$ cat config.mk
export PLATFORM = sky130hd
export DESIGN_NAME = register_value_codec
export DESIGN_NICKNAME = d
export VERILOG_FILES = /design/src/common/codec_pkg.sv /design/src/hw/event_slot_ram.sv /design/src/hw/register_value_codec.sv
export VERILOG_INCLUDE_DIRS = /design/src /design/src/common
export SDC_FILE = /design/constraint.sdc
export NUM_CORES = 1
export LEC_CHECK = 0
export BUFFER_PORTS_ARGS = -buffer_cell sky130_fd_sc_hd__clkbuf_2
export CAP_MARGIN = 30
export CORE_ASPECT_RATIO = 1.75
export CORE_MARGIN = 1
export CORE_UTILIZATION = 54
export DETAILED_ROUTE_END_ITERATION = 7
export GPL_TIMING_DRIVEN = 0
export PLACE_DENSITY = 0.86
export SETUP_SLACK_MARGIN = 0.3
export SLEW_MARGIN = 30
export SYNTH_ARGS = -nofsm -noshare
export SYNTH_HDL_FRONTEND = slang
export SYNTH_SLANG_ARGS = --single-unit
$ cat constraint.sdc
create_clock -name sys_clk_i -period 3.2 [get_ports sys_clk_i]
set_input_delay 0 -clock sys_clk_i [delete_from_list [all_inputs] [get_ports sys_clk_i]]
set_output_delay 0 -clock sys_clk_i [all_outputs]
set_load 0.05 [all_outputs]
$ cat src/common/codec_defs.svh
`ifndef CODEC_DEFS_SVH
`define CODEC_DEFS_SVH
// register word addresses
`define A_MEAS_IN 8'h00
`define A_MEAS_OUT 8'h01
`define A_METER_HI 8'h02
`define A_METER_LO 8'h03
`define A_METER_STAT 8'h04
`define A_TAP_CMD 8'h05
`define A_TAP_POS 8'h06
`define A_TIME_STAT 8'h07
`define A_EV_CFG 8'h08
`define A_EV_STAT 8'h09
`define A_EV_WIN 5'h02
// field positions and reset values
`define CFG_CAUSE_EN 0
`define CFG_RST 16'h0001
`define GS_BIT 7
`define SCAN_LAST_ENTRY_FLAG_BIT 6
// value codes
`define MEAS_BAD 16'h8000
`define METER_WRAP 32'h7fffffff
`define METER_SETTLE 2'h2
`define TAP_LOWER 16'h0001
`define TAP_RAISE 16'h0002
`define TAP_MAX 6'h3e
`define TAP_BAD 6'h3f
`define TAP_UNROUTED 16'h8000
`define TS_DST 8'h10
`define TS_FAIL 8'h20
`define TS_INVALID 8'h40
`define TYPE_COIL 8'h00
`define TYPE_DISC 8'h01
`define TYPE_HOLD 8'h04
`define TYPE_EMPTY 8'hff
`define INFO_SINGLE 4'h1
`define INFO_DOUBLE 4'h2
`define INFO_TAP 4'h3
`define INFO_STAT 4'h4
`define YEAR_BASE 12'h76c
`define CAUSE_SPONTANEOUS 3'h0
`define CAUSE_INTERMEDIATE 3'h1
`define CAUSE_COMMAND_ISSUED 3'h2
`define CAUSE_LOCAL_ABORT 3'h3
`define CAUSE_COMMAND_REJECTED 3'h4
`define CAUSE_FEEDBACK_NEGATIVE 3'h5
`define CAUSE_FEEDBACK_POSITIVE 3'h6
// event store geometry
`define EV_SLOTS 3'h4
`define EV_LAST_WORD 3'h7
`define RAM_WORDS 32
`endif

$ cat src/common/codec_pkg.sv
package codec_pkg;
  typedef enum logic [1:0] {KIND_COIL, KIND_DISCRETE, KIND_HOLDING} reg_kind_e;
  typedef enum logic [1:0] {INFO_SINGLE, INFO_DOUBLE, INFO_TAP, INFO_STAT} info_kind_e;
  typedef enum logic {PACK_IDLE, PACK_WRITE} pack_state_e;
endpackage

$ cat src/hw/event_slot_ram.sv
`timescale 1ns/1ps
`default_nettype none
`include "codec_defs.svh"
module event_slot_ram (
  // clock
  input wire logic sys_clk_i,
  // write port
  input wire logic we_i,
  input wire logic [4:0] waddr_i,
  input wire logic [15:0] wdata_i,
  // read port, data one cycle later
  input wire logic [4:0] raddr_i,
  output logic [15:0] rdata_o
);
  logic [15:0] mem_q [0:`RAM_WORDS-1];

  // no reset: the top masks slots that hold no entry
  always_ff @(posedge sys_clk_i) begin
    if (we_i) begin
      mem_q[waddr_i] <= wdata_i;
    end
    rdata_o <= mem_q[raddr_i];
  end
endmodule
`default_nettype wire

$ cat src/hw/register_value_codec.sv
// The address map and the address-and-strobe port were left to the implementer.
`timescale 1ns/1ps
`default_nettype none
`include "codec_defs.svh"
module register_value_codec (
  // clock and reset
  input wire logic sys_clk_i,
  input wire logic nrst_i,
  // register port
  input wire logic [7:0] addr_i,
  input wire logic [15:0] wdata_i,
  input wire logic wr_i,
  input wire logic rd_i,
  output logic [15:0] rdata_o,
  // measured value
  input wire logic [15:0] meas_raw_i,
  input wire logic meas_invalid_i,
  output logic [15:0] meas_out_o,
  // metered count
  input wire logic meter_inc_i,
  input wire logic meter_update_i,
  input wire logic meter_err_i,
  // tap changer
  output logic tap_lower_o,
  output logic tap_raise_o,
  output logic tap_reject_o,
  input wire logic [5:0] tap_pos_i,
  input wire logic tap_invalid_i,
  input wire logic tap_unassigned_i,
  // clock status
  input wire logic dst_i,
  input wire logic time_fail_i,
  input wire logic time_invalid_i,
  // event entry
  input wire logic ev_valid_i,
  output logic ev_ready_o,
  input wire logic [1:0] ev_reg_kind_i,
  input wire logic [15:0] ev_mask_i,
  input wire logic [16:0] ev_reg_num_i,
  input wire logic [2:0] ev_cause_i,
  input wire logic [1:0] ev_info_kind_i,
  input wire logic ev_gscan_i,
  input wire logic ev_scan_last_entry_flag_i,
  input wire logic [15:0] ev_value_i,
  input wire logic [15:0] ev_ms_i,
  input wire logic [4:0] ev_hour_i,
  input wire logic [5:0] ev_min_i,
  input wire logic [3:0] ev_month_i,
  input wire logic [4:0] ev_day_i,
  input wire logic [11:0] ev_year_i,
  output logic [2:0] ev_count_o
);

  logic [15:0] meas_q, meas_out_q, snap_q, tap_q, cfg_q, rd_q, rd_d;
  logic [31:0] count_q;
  logic [1:0] settle_q, tap_res_q, wr_slot_q, rd_slot_q;
  logic [7:0] time_q;
  logic tap_lower_q, tap_raise_q, tap_reject_q, win_q, empty_q, idx0_q;
  logic [2:0] cnt_q, idx_q;
  logic [7:0][15:0] words_q;
  codec_pkg::pack_state_e state_q;

  // register strobes
  wire wr_meas_out = wr_i && (addr_i == `A_MEAS_OUT);
  wire wr_tap = wr_i && (addr_i == `A_TAP_CMD);
  wire wr_cfg = wr_i && (addr_i == `A_EV_CFG);
  wire wr_release = wr_i && (addr_i == `A_EV_STAT);
  wire rd_hi = rd_i && (addr_i == `A_METER_HI);
  wire win_hit = (addr_i[7:3] == `A_EV_WIN);

  // measured value
  wire [15:0] meas_d = meas_invalid_i ? `MEAS_BAD : meas_raw_i;

  always_ff @(posedge sys_clk_i) begin
    if (!nrst_i) begin
      meas_q <= 16'h0000;
      meas_out_q <= 16'h0000;
    end else begin
      meas_q <= meas_d;
      // plain value, 8000 hex is just the most negative number here
      if (wr_meas_out) meas_out_q <= wdata_i;
    end
  end
  assign meas_out_o = meas_out_q;

  // metered count
  wire [31:0] count_d = (count_q == `METER_WRAP) ? 32'h00000000 : count_q + 32'h00000001;
  wire startup = (settle_q != `METER_SETTLE);
  wire meter_stat = startup || meter_err_i;

  always_ff @(posedge sys_clk_i) begin
    if (!nrst_i) begin
      count_q <= 32'h00000000;
      settle_q <= 2'h0;
      snap_q <= 16'h0000;
    end else begin
      if (meter_inc_i) count_q <= count_d;
      if (meter_update_i && startup) settle_q <= settle_q + 2'h1;
      // low half frozen by the high read, so a pair never tears
      if (rd_hi) snap_q <= count_q[15:0];
    end
  end

  // tap change command
  wire tap_is_lower = (wdata_i == `TAP_LOWER);
  wire tap_is_raise = (wdata_i == `TAP_RAISE);
  wire tap_bad = !tap_is_lower && !tap_is_raise;

  always_ff @(posedge sys_clk_i) begin
    if (!nrst_i) begin
      tap_lower_q <= 1'b0;
      tap_raise_q <= 1'b0;
      tap_reject_q <= 1'b0;
      tap_res_q <= 2'h0;
    end else begin
      tap_lower_q <= wr_tap && tap_is_lower;
      tap_raise_q <= wr_tap && tap_is_raise;
      tap_reject_q <= wr_tap && tap_bad;
      if (wr_tap) tap_res_q <= {tap_bad, !tap_bad};
    end
  end
  assign tap_lower_o = tap_lower_q;
  assign tap_raise_o = tap_raise_q;
  assign tap_reject_o = tap_reject_q;

  // tap position; 0 or above 62 from the inputs is also invalid
  wire tap_out_range = tap_invalid_i || (tap_pos_i == 6'h00) || (tap_pos_i > `TAP_MAX);
  wire [5:0] tap_val = tap_out_range ? `TAP_BAD : tap_pos_i;
  wire [15:0] tap_d = tap_unassigned_i ? `TAP_UNROUTED : {10'h000, tap_val};

  // time status byte
  wire [7:0] time_d = (dst_i ? `TS_DST : 8'h00) | (time_fail_i ? `TS_FAIL : 8'h00)
                      | (time_invalid_i ? `TS_INVALID : 8'h00);

  always_ff @(posedge sys_clk_i) begin
    if (!nrst_i) begin
      tap_q <= `TAP_UNROUTED;
      time_q <= 8'h00;
      cfg_q <= `CFG_RST;
    end else begin
      tap_q <= tap_d;
      time_q <= time_d;
      if (wr_cfg) cfg_q <= wdata_i;
    end
  end

  // event entry fields
  wire cause_en = cfg_q[`CFG_CAUSE_EN];
  wire cause_actual = (ev_cause_i == `CAUSE_SPONTANEOUS) || (ev_cause_i == `CAUSE_INTERMEDIATE)
                      || (ev_cause_i == `CAUSE_FEEDBACK_POSITIVE);
  wire ev_full = (cnt_q == `EV_SLOTS);
  wire pack_idle = (state_q == codec_pkg::PACK_IDLE);
  assign ev_ready_o = pack_idle && !ev_full;
  wire ev_take = ev_valid_i && ev_ready_o;
  // events dropped by the cause filter are still consumed
  wire start_pack = ev_take && (cause_en || cause_actual);

  logic [3:0] off_acc [0:16];
  assign off_acc[0] = 4'h0;
  for (genvar g = 0; g < 16; g++) begin : g_off
    assign off_acc[g+1] = off_acc[g] | (ev_mask_i[g] ? 4'(g) : 4'h0);
  end

  codec_pkg::reg_kind_e kind;
  codec_pkg::info_kind_e info;
  assign kind = codec_pkg::reg_kind_e'(ev_reg_kind_i);
  assign info = codec_pkg::info_kind_e'(ev_info_kind_i);
  wire is_hold = (kind == codec_pkg::KIND_HOLDING);
  wire [7:0] type_b = (kind == codec_pkg::KIND_COIL) ? `TYPE_COIL :
                      (kind == codec_pkg::KIND_DISCRETE) ? `TYPE_DISC : `TYPE_HOLD;
  wire [7:0] off_b = is_hold ? {4'h0, off_acc[16]} : 8'h00;
  wire [16:0] reg_addr = ev_reg_num_i - 17'h00001;
  wire [3:0] info_nib = (info == codec_pkg::INFO_SINGLE) ? `INFO_SINGLE :
                        (info == codec_pkg::INFO_DOUBLE) ? `INFO_DOUBLE :
                        (info == codec_pkg::INFO_TAP) ? `INFO_TAP : `INFO_STAT;
  logic [7:0] info_b;
  always_comb begin
    info_b = {4'h0, info_nib};
    info_b[`GS_BIT] = ev_gscan_i;
    info_b[`SCAN_LAST_ENTRY_FLAG_BIT] = ev_gscan_i && ev_scan_last_entry_flag_i;
  end
  wire [7:0] cause_b = cause_en ? {5'h00, ev_cause_i} : 8'h00;
  wire [11:0] year_off = ev_year_i - `YEAR_BASE;

  logic [7:0][15:0] words_d;
  always_comb begin
    words_d[0] = {type_b, off_b};
    words_d[1] = reg_addr[15:0];
    words_d[2] = {cause_b, info_b};
    words_d[3] = ev_value_i;
    words_d[4] = ev_ms_i;
    words_d[5] = {3'h0, ev_hour_i, 2'h0, ev_min_i};
    words_d[6] = {4'h0, ev_month_i, 3'h0, ev_day_i};
    words_d[7] = {time_q, year_off[7:0]};
  end

  // packing writes one word a cycle into the free slot
  wire pack_done = !pack_idle && (idx_q == `EV_LAST_WORD);
  wire release_ok = wr_release && (cnt_q != 3'h0);

  always_ff @(posedge sys_clk_i) begin
    if (!nrst_i) begin
      state_q <= codec_pkg::PACK_IDLE;
      idx_q <= 3'h0;
      wr_slot_q <= 2'h0;
      words_q <= '0;
    end else begin
      case (state_q)
        codec_pkg::PACK_IDLE: begin
          idx_q <= 3'h0;
          if (start_pack) begin
            words_q <= words_d;
            state_q <= codec_pkg::PACK_WRITE;
          end
        end
        codec_pkg::PACK_WRITE: begin
          idx_q <= idx_q + 3'h1;
          if (pack_done) begin
            state_q <= codec_pkg::PACK_IDLE;
            wr_slot_q <= wr_slot_q + 2'h1;
          end
        end
        default: state_q <= codec_pkg::PACK_IDLE;
      endcase
    end
  end

  always_ff @(posedge sys_clk_i) begin
    if (!nrst_i) begin
      cnt_q <= 3'h0;
      rd_slot_q <= 2'h0;
    end else begin
      case ({pack_done, release_ok})
        2'b10: cnt_q <= cnt_q + 3'h1;
        2'b01: cnt_q <= cnt_q - 3'h1;
        default: cnt_q <= cnt_q;
      endcase
      if (release_ok) rd_slot_q <= rd_slot_q + 2'h1;
    end
  end
  assign ev_count_o = cnt_q;

  logic [15:0] ram_q;
  event_slot_ram u_ram (
    .sys_clk_i(sys_clk_i),
    .we_i(!pack_idle),
    .waddr_i({wr_slot_q, idx_q}),
    .wdata_i(words_q[idx_q]),
    .raddr_i({rd_slot_q, addr_i[2:0]}),
    .rdata_o(ram_q)
  );

  // read decode
  always_comb begin
    rd_d = 16'h0000;
    if (addr_i == `A_MEAS_IN) begin
      rd_d = meas_q;
    end else if (addr_i == `A_MEAS_OUT) begin
      rd_d = meas_out_q;
    end else if (addr_i == `A_METER_HI) begin
      rd_d = count_q[31:16];
    end else if (addr_i == `A_METER_LO) begin
      rd_d = snap_q;
    end else if (addr_i == `A_METER_STAT) begin
      rd_d = {15'h0000, meter_stat};
    end else if (addr_i == `A_TAP_CMD) begin
      rd_d = {14'h0000, tap_res_q};
    end else if (addr_i == `A_TAP_POS) begin
      rd_d = tap_q;
    end else if (addr_i == `A_TIME_STAT) begin
      rd_d = {8'h00, time_q};
    end else if (addr_i == `A_EV_CFG) begin
      rd_d = cfg_q;
    end else if (addr_i == `A_EV_STAT) begin
      rd_d = {13'h0000, cnt_q};
    end
  end

  always_ff @(posedge sys_clk_i) begin
    if (!nrst_i) begin
      rd_q <= 16'h0000;
      win_q <= 1'b0;
      empty_q <= 1'b1;
      idx0_q <= 1'b0;
    end else begin
      rd_q <= rd_i ? rd_d : 16'h0000;
      win_q <= rd_i && win_hit;
      empty_q <= (cnt_q == 3'h0);
      idx0_q <= (addr_i[2:0] == 3'h0);
    end
  end

  wire [15:0] win_word = !empty_q ? ram_q : (idx0_q ? {`TYPE_EMPTY, 8'h00} : 16'h0000);
  assign rdata_o = win_q ? win_word : rd_q;
endmodule
`default_nettype wire

==> reports/qor.txt <==
# IOs -> 205
Peak VDD IR -> 562 uV
Placed Cells -> 3019
relative slew slack -> 0.296
first-pass GRT wire length -> 146000 um
drt wl/cell -> 30.6 um
die span in x -> 181 um
CP Cell Sequence -> buf_1, nor2_1, a22oi_1, a21oi_2
Core Box Area -> 55300 um2
Avg Cell Area, Syn -> 14.3 um2
Synth cell types -> 63
share of post-route cells with drive strength above 1 -> 0.216
Pins Over Slew Limit -> 0
Clock Sinks -> 764
total power -> 20.6 mW
final cell count without fillers -> 3333
failing checks -> setup timing
most common cell after layout, fill and taps aside -> edfxtp_1
ys async rst share -> 0
Final Hold Vio Count -> 0
CP max-delay cell -> a21oi_2
Die H -> 315 um
Reg area -> 20400 um2
initial antenna violation count -> 3
Setup Crit Path Kind -> flip-flop to flip-flop
Leakage -> 13.2 nW
Setup crit end kind -> flip-flop
fillcell total -> 3425
DRC errors left -> 0
max-capacitance violation count -> 0
IO Port Bufs -> 197
area of the multi-input gates -> 9500 um2
critical path peak fanout -> 10
startpoint types -> flip-flop
EDFF count, synth -> 512
GRT Residual Overflow -> 0
Hold Crit Class -> input port to flip-flop
Tmin final -> 3250 ps
YS warnings -> 0
cts bufs inserted -> 59
pwr/cell area -> 557 nW/um2
post-route ant nets -> 0
Setup Viol. Count Final -> 10
Area Overhead vs Synth -> 22.0%
routability cong. -> 0.982
Arr. time, crit path -> 3540 ps
via/cell ratio -> 6.71
predominant post-synthesis flop cell -> edfxtp_1
Crit path largest cell delay -> 890 ps
Req. time, crit path -> 3490 ps
via count -> 22.4k
Pre-antenna DRT Iters -> 8
Worst-Skew Late Latency -> 670 ps
cell count after synthesis -> 2108
mapped cell area -> 30200 um2
All-Layer GR Usage -> 0.355
outcome -> finished with violations
CTS H-tree depth -> 2
dpl hpwl -> 62200 um
Clock Path Buffers -> 3
crit share post-route -> 1.02
clock skew -> 47.1 ps
Syn Nets -> 2292
Final #Nets -> 2766
final wirelength -> 102000 um
largest net degree at the start of global routing -> 33
most frequent cells in the layout -> 512 x edfxtp_1, 252 x dfxtp_1, 209 x nand2_1
#FFs+latches synth -> 764
Clk pin slew, worst setup/hold paths -> 70 ps
Slew @ Worst Pin -> 1060 ps
final worst slack -> -51.5 ps
Root Driver -> clkbuf_16
die area -> 57000 um2
RSZ-0062 raised after global routing -> yes
Rows -> 114
Iter 0 DRT Violations -> 2872
Max Clock Freq -> 308 MHz
final core utilization -> 0.667
share of the yosys chip area belonging to registers -> 0.675
vias in the first global route -> 22.7k
CTS tree -> done
Starting Density -> 0.546
-- what timing repair did --
item,CTS,global route
setup endpoints to repair,516,324
resized for setup,4,13
hold buffers,192,0
gates cloned,0,2
setup buffers,0,3
hold endpoints to repair,175,0
pin swaps,1,2
-- area by class of cell --
| class | instances | share of cell area |
|---|---|---|
| Inverter | 28 | 0.00285 |
| Tap cell | 696 | 0.0236 |
| Timing Repair Buffer | 411 | 0.0890 |
| Antenna cell | 4 | 0.000271 |
| Buffer | 120 | 0.0140 |
| Clock buffer | 76 | 0.0459 |
| Clock inverter | 36 | 0.0137 |
| Sequential cell | 764 | 0.553 |
| Multi-Input combinational cell | 1198 | 0.257 |
-- final timing paths --
kind | slack [ps] | start | end | cells past startpoint
setup / recovery | -50 | idx_q[1] | u_ram.mem_q[23][6] | 4
hold reg to reg | 460 | words_q[82] | words_q[82] | 2
setup reg to reg | -50 | idx_q[1] | u_ram.mem_q[23][6] | 4
hold / removal | 60 | addr_i[1] | rd_q[2] | 5
-- Yosys cell counts (all sizes together), types with 2 or more instances --
master / number / area share
a22o: 2 / 0.00058
nand2b: 17 / 0.0035
and4b: 3 / 0.00099
nand2: 211 / 0.027
o211a: 2 / 0.00066
edfxtp: 512 / 0.51
buf: 46 / 0.0077
a31oi: 2 / 0.00041
nand3: 30 / 0.0050
a311oi: 5 / 0.0014
a22oi: 5 / 0.0012
a222oi: 2 / 0.00066
mux2i: 74 / 0.024
nand4: 17 / 0.0035
and4: 3 / 0.00087
o31ai: 3 / 0.00074
nor4: 34 / 0.0082
xnor2: 13 / 0.0038
nand3b: 9 / 0.0022
nor2b: 9 / 0.0019
nor2: 191 / 0.024
o211ai: 9 / 0.0022
or3: 5 / 0.0010
o22ai: 67 / 0.014
and2: 22 / 0.0046
mux2: 10 / 0.0037
a21oi: 136 / 0.023
a211oi: 13 / 0.0032
clkbuf: 74 / 0.0092
mux4: 138 / 0.10
xor2: 37 / 0.011
or4: 5 / 0.0014
or3b: 3 / 0.00087
a221oi: 4 / 0.0012
nor3b: 5 / 0.0012
o21ai: 42 / 0.0070
inv: 28 / 0.0035
dfxtp: 252 / 0.17
and3: 9 / 0.0019
nor3: 28 / 0.0046
ha: 17 / 0.0070
a21o: 2 / 0.00050
-- registers in the layout, summed over array words and instances (netlist names), 3 cells and up --
signal and count:
count_q 32, u_ram.rdata_o 16, meas_out_o 16, idx_q 3, ev_count_o 3, u_ram.mem_q 512
tap_q 7, snap_q 16, rd_q 16, words_q 93, time_q 3, meas_q 16
cfg_q 16
-- cells by family (layout without fill, tap and decap cells) --
logic type | after synthesis | in the layout | synth area share
AO/OA/AOI/OAI | 303 | 305 | 0.0588
buffers and inverters | 148 | 671 | 0.0203
flip-flops | 764 | 764 | 0.675
other | 0 | 4 | 0
multiplexers | 222 | 222 | 0.131
adder cells (fa/ha/maj) | 18 | 18 | 0.00770
AND/OR/NAND/NOR | 603 | 603 | 0.0925
XOR/XNOR | 50 | 50 | 0.0145
-- layer usage --
layer | GRT usage | wire length, um
met5 | 0 | 0
met4 | 0.311 | 11100
met1 | 0.363 | 30100
met2 | 0.611 | 50000
met3 | 0.0799 | 11000
-- worst max-delay path, delay by kind of cell (launching register included) --
family                 cells  cell delay [ps]
AO/OA/AOI/OAI              2             1300
AND/OR/NAND/NOR            1              720
buffers and inverters      1              460
flip-flops                 1              390
-- power by group --
part           switching, mW  total (mW)  leakage [nW]  internal (mW)
logic                  0.886        1.47          5.27          0.583
registers             0.0874        10.7          6.83           10.6
clock network           3.66        8.39          1.08           4.73
-- through the flow --
stage          hold WS [ps]  instance area [um2]  setup WS (ps)  TNS [ps]
2_1_floorplan          75.5                30200            438         0
3_3_place_gp            204                32100          -1690   -357920
3_5_place_dp            208                32600           12.7         0
4_1_cts                38.3                36800            232         0
5_1_grt                 109                36900           91.5         0
6_report               62.9                36900          -51.5      -243
Power figures use the tool's default switching activity.
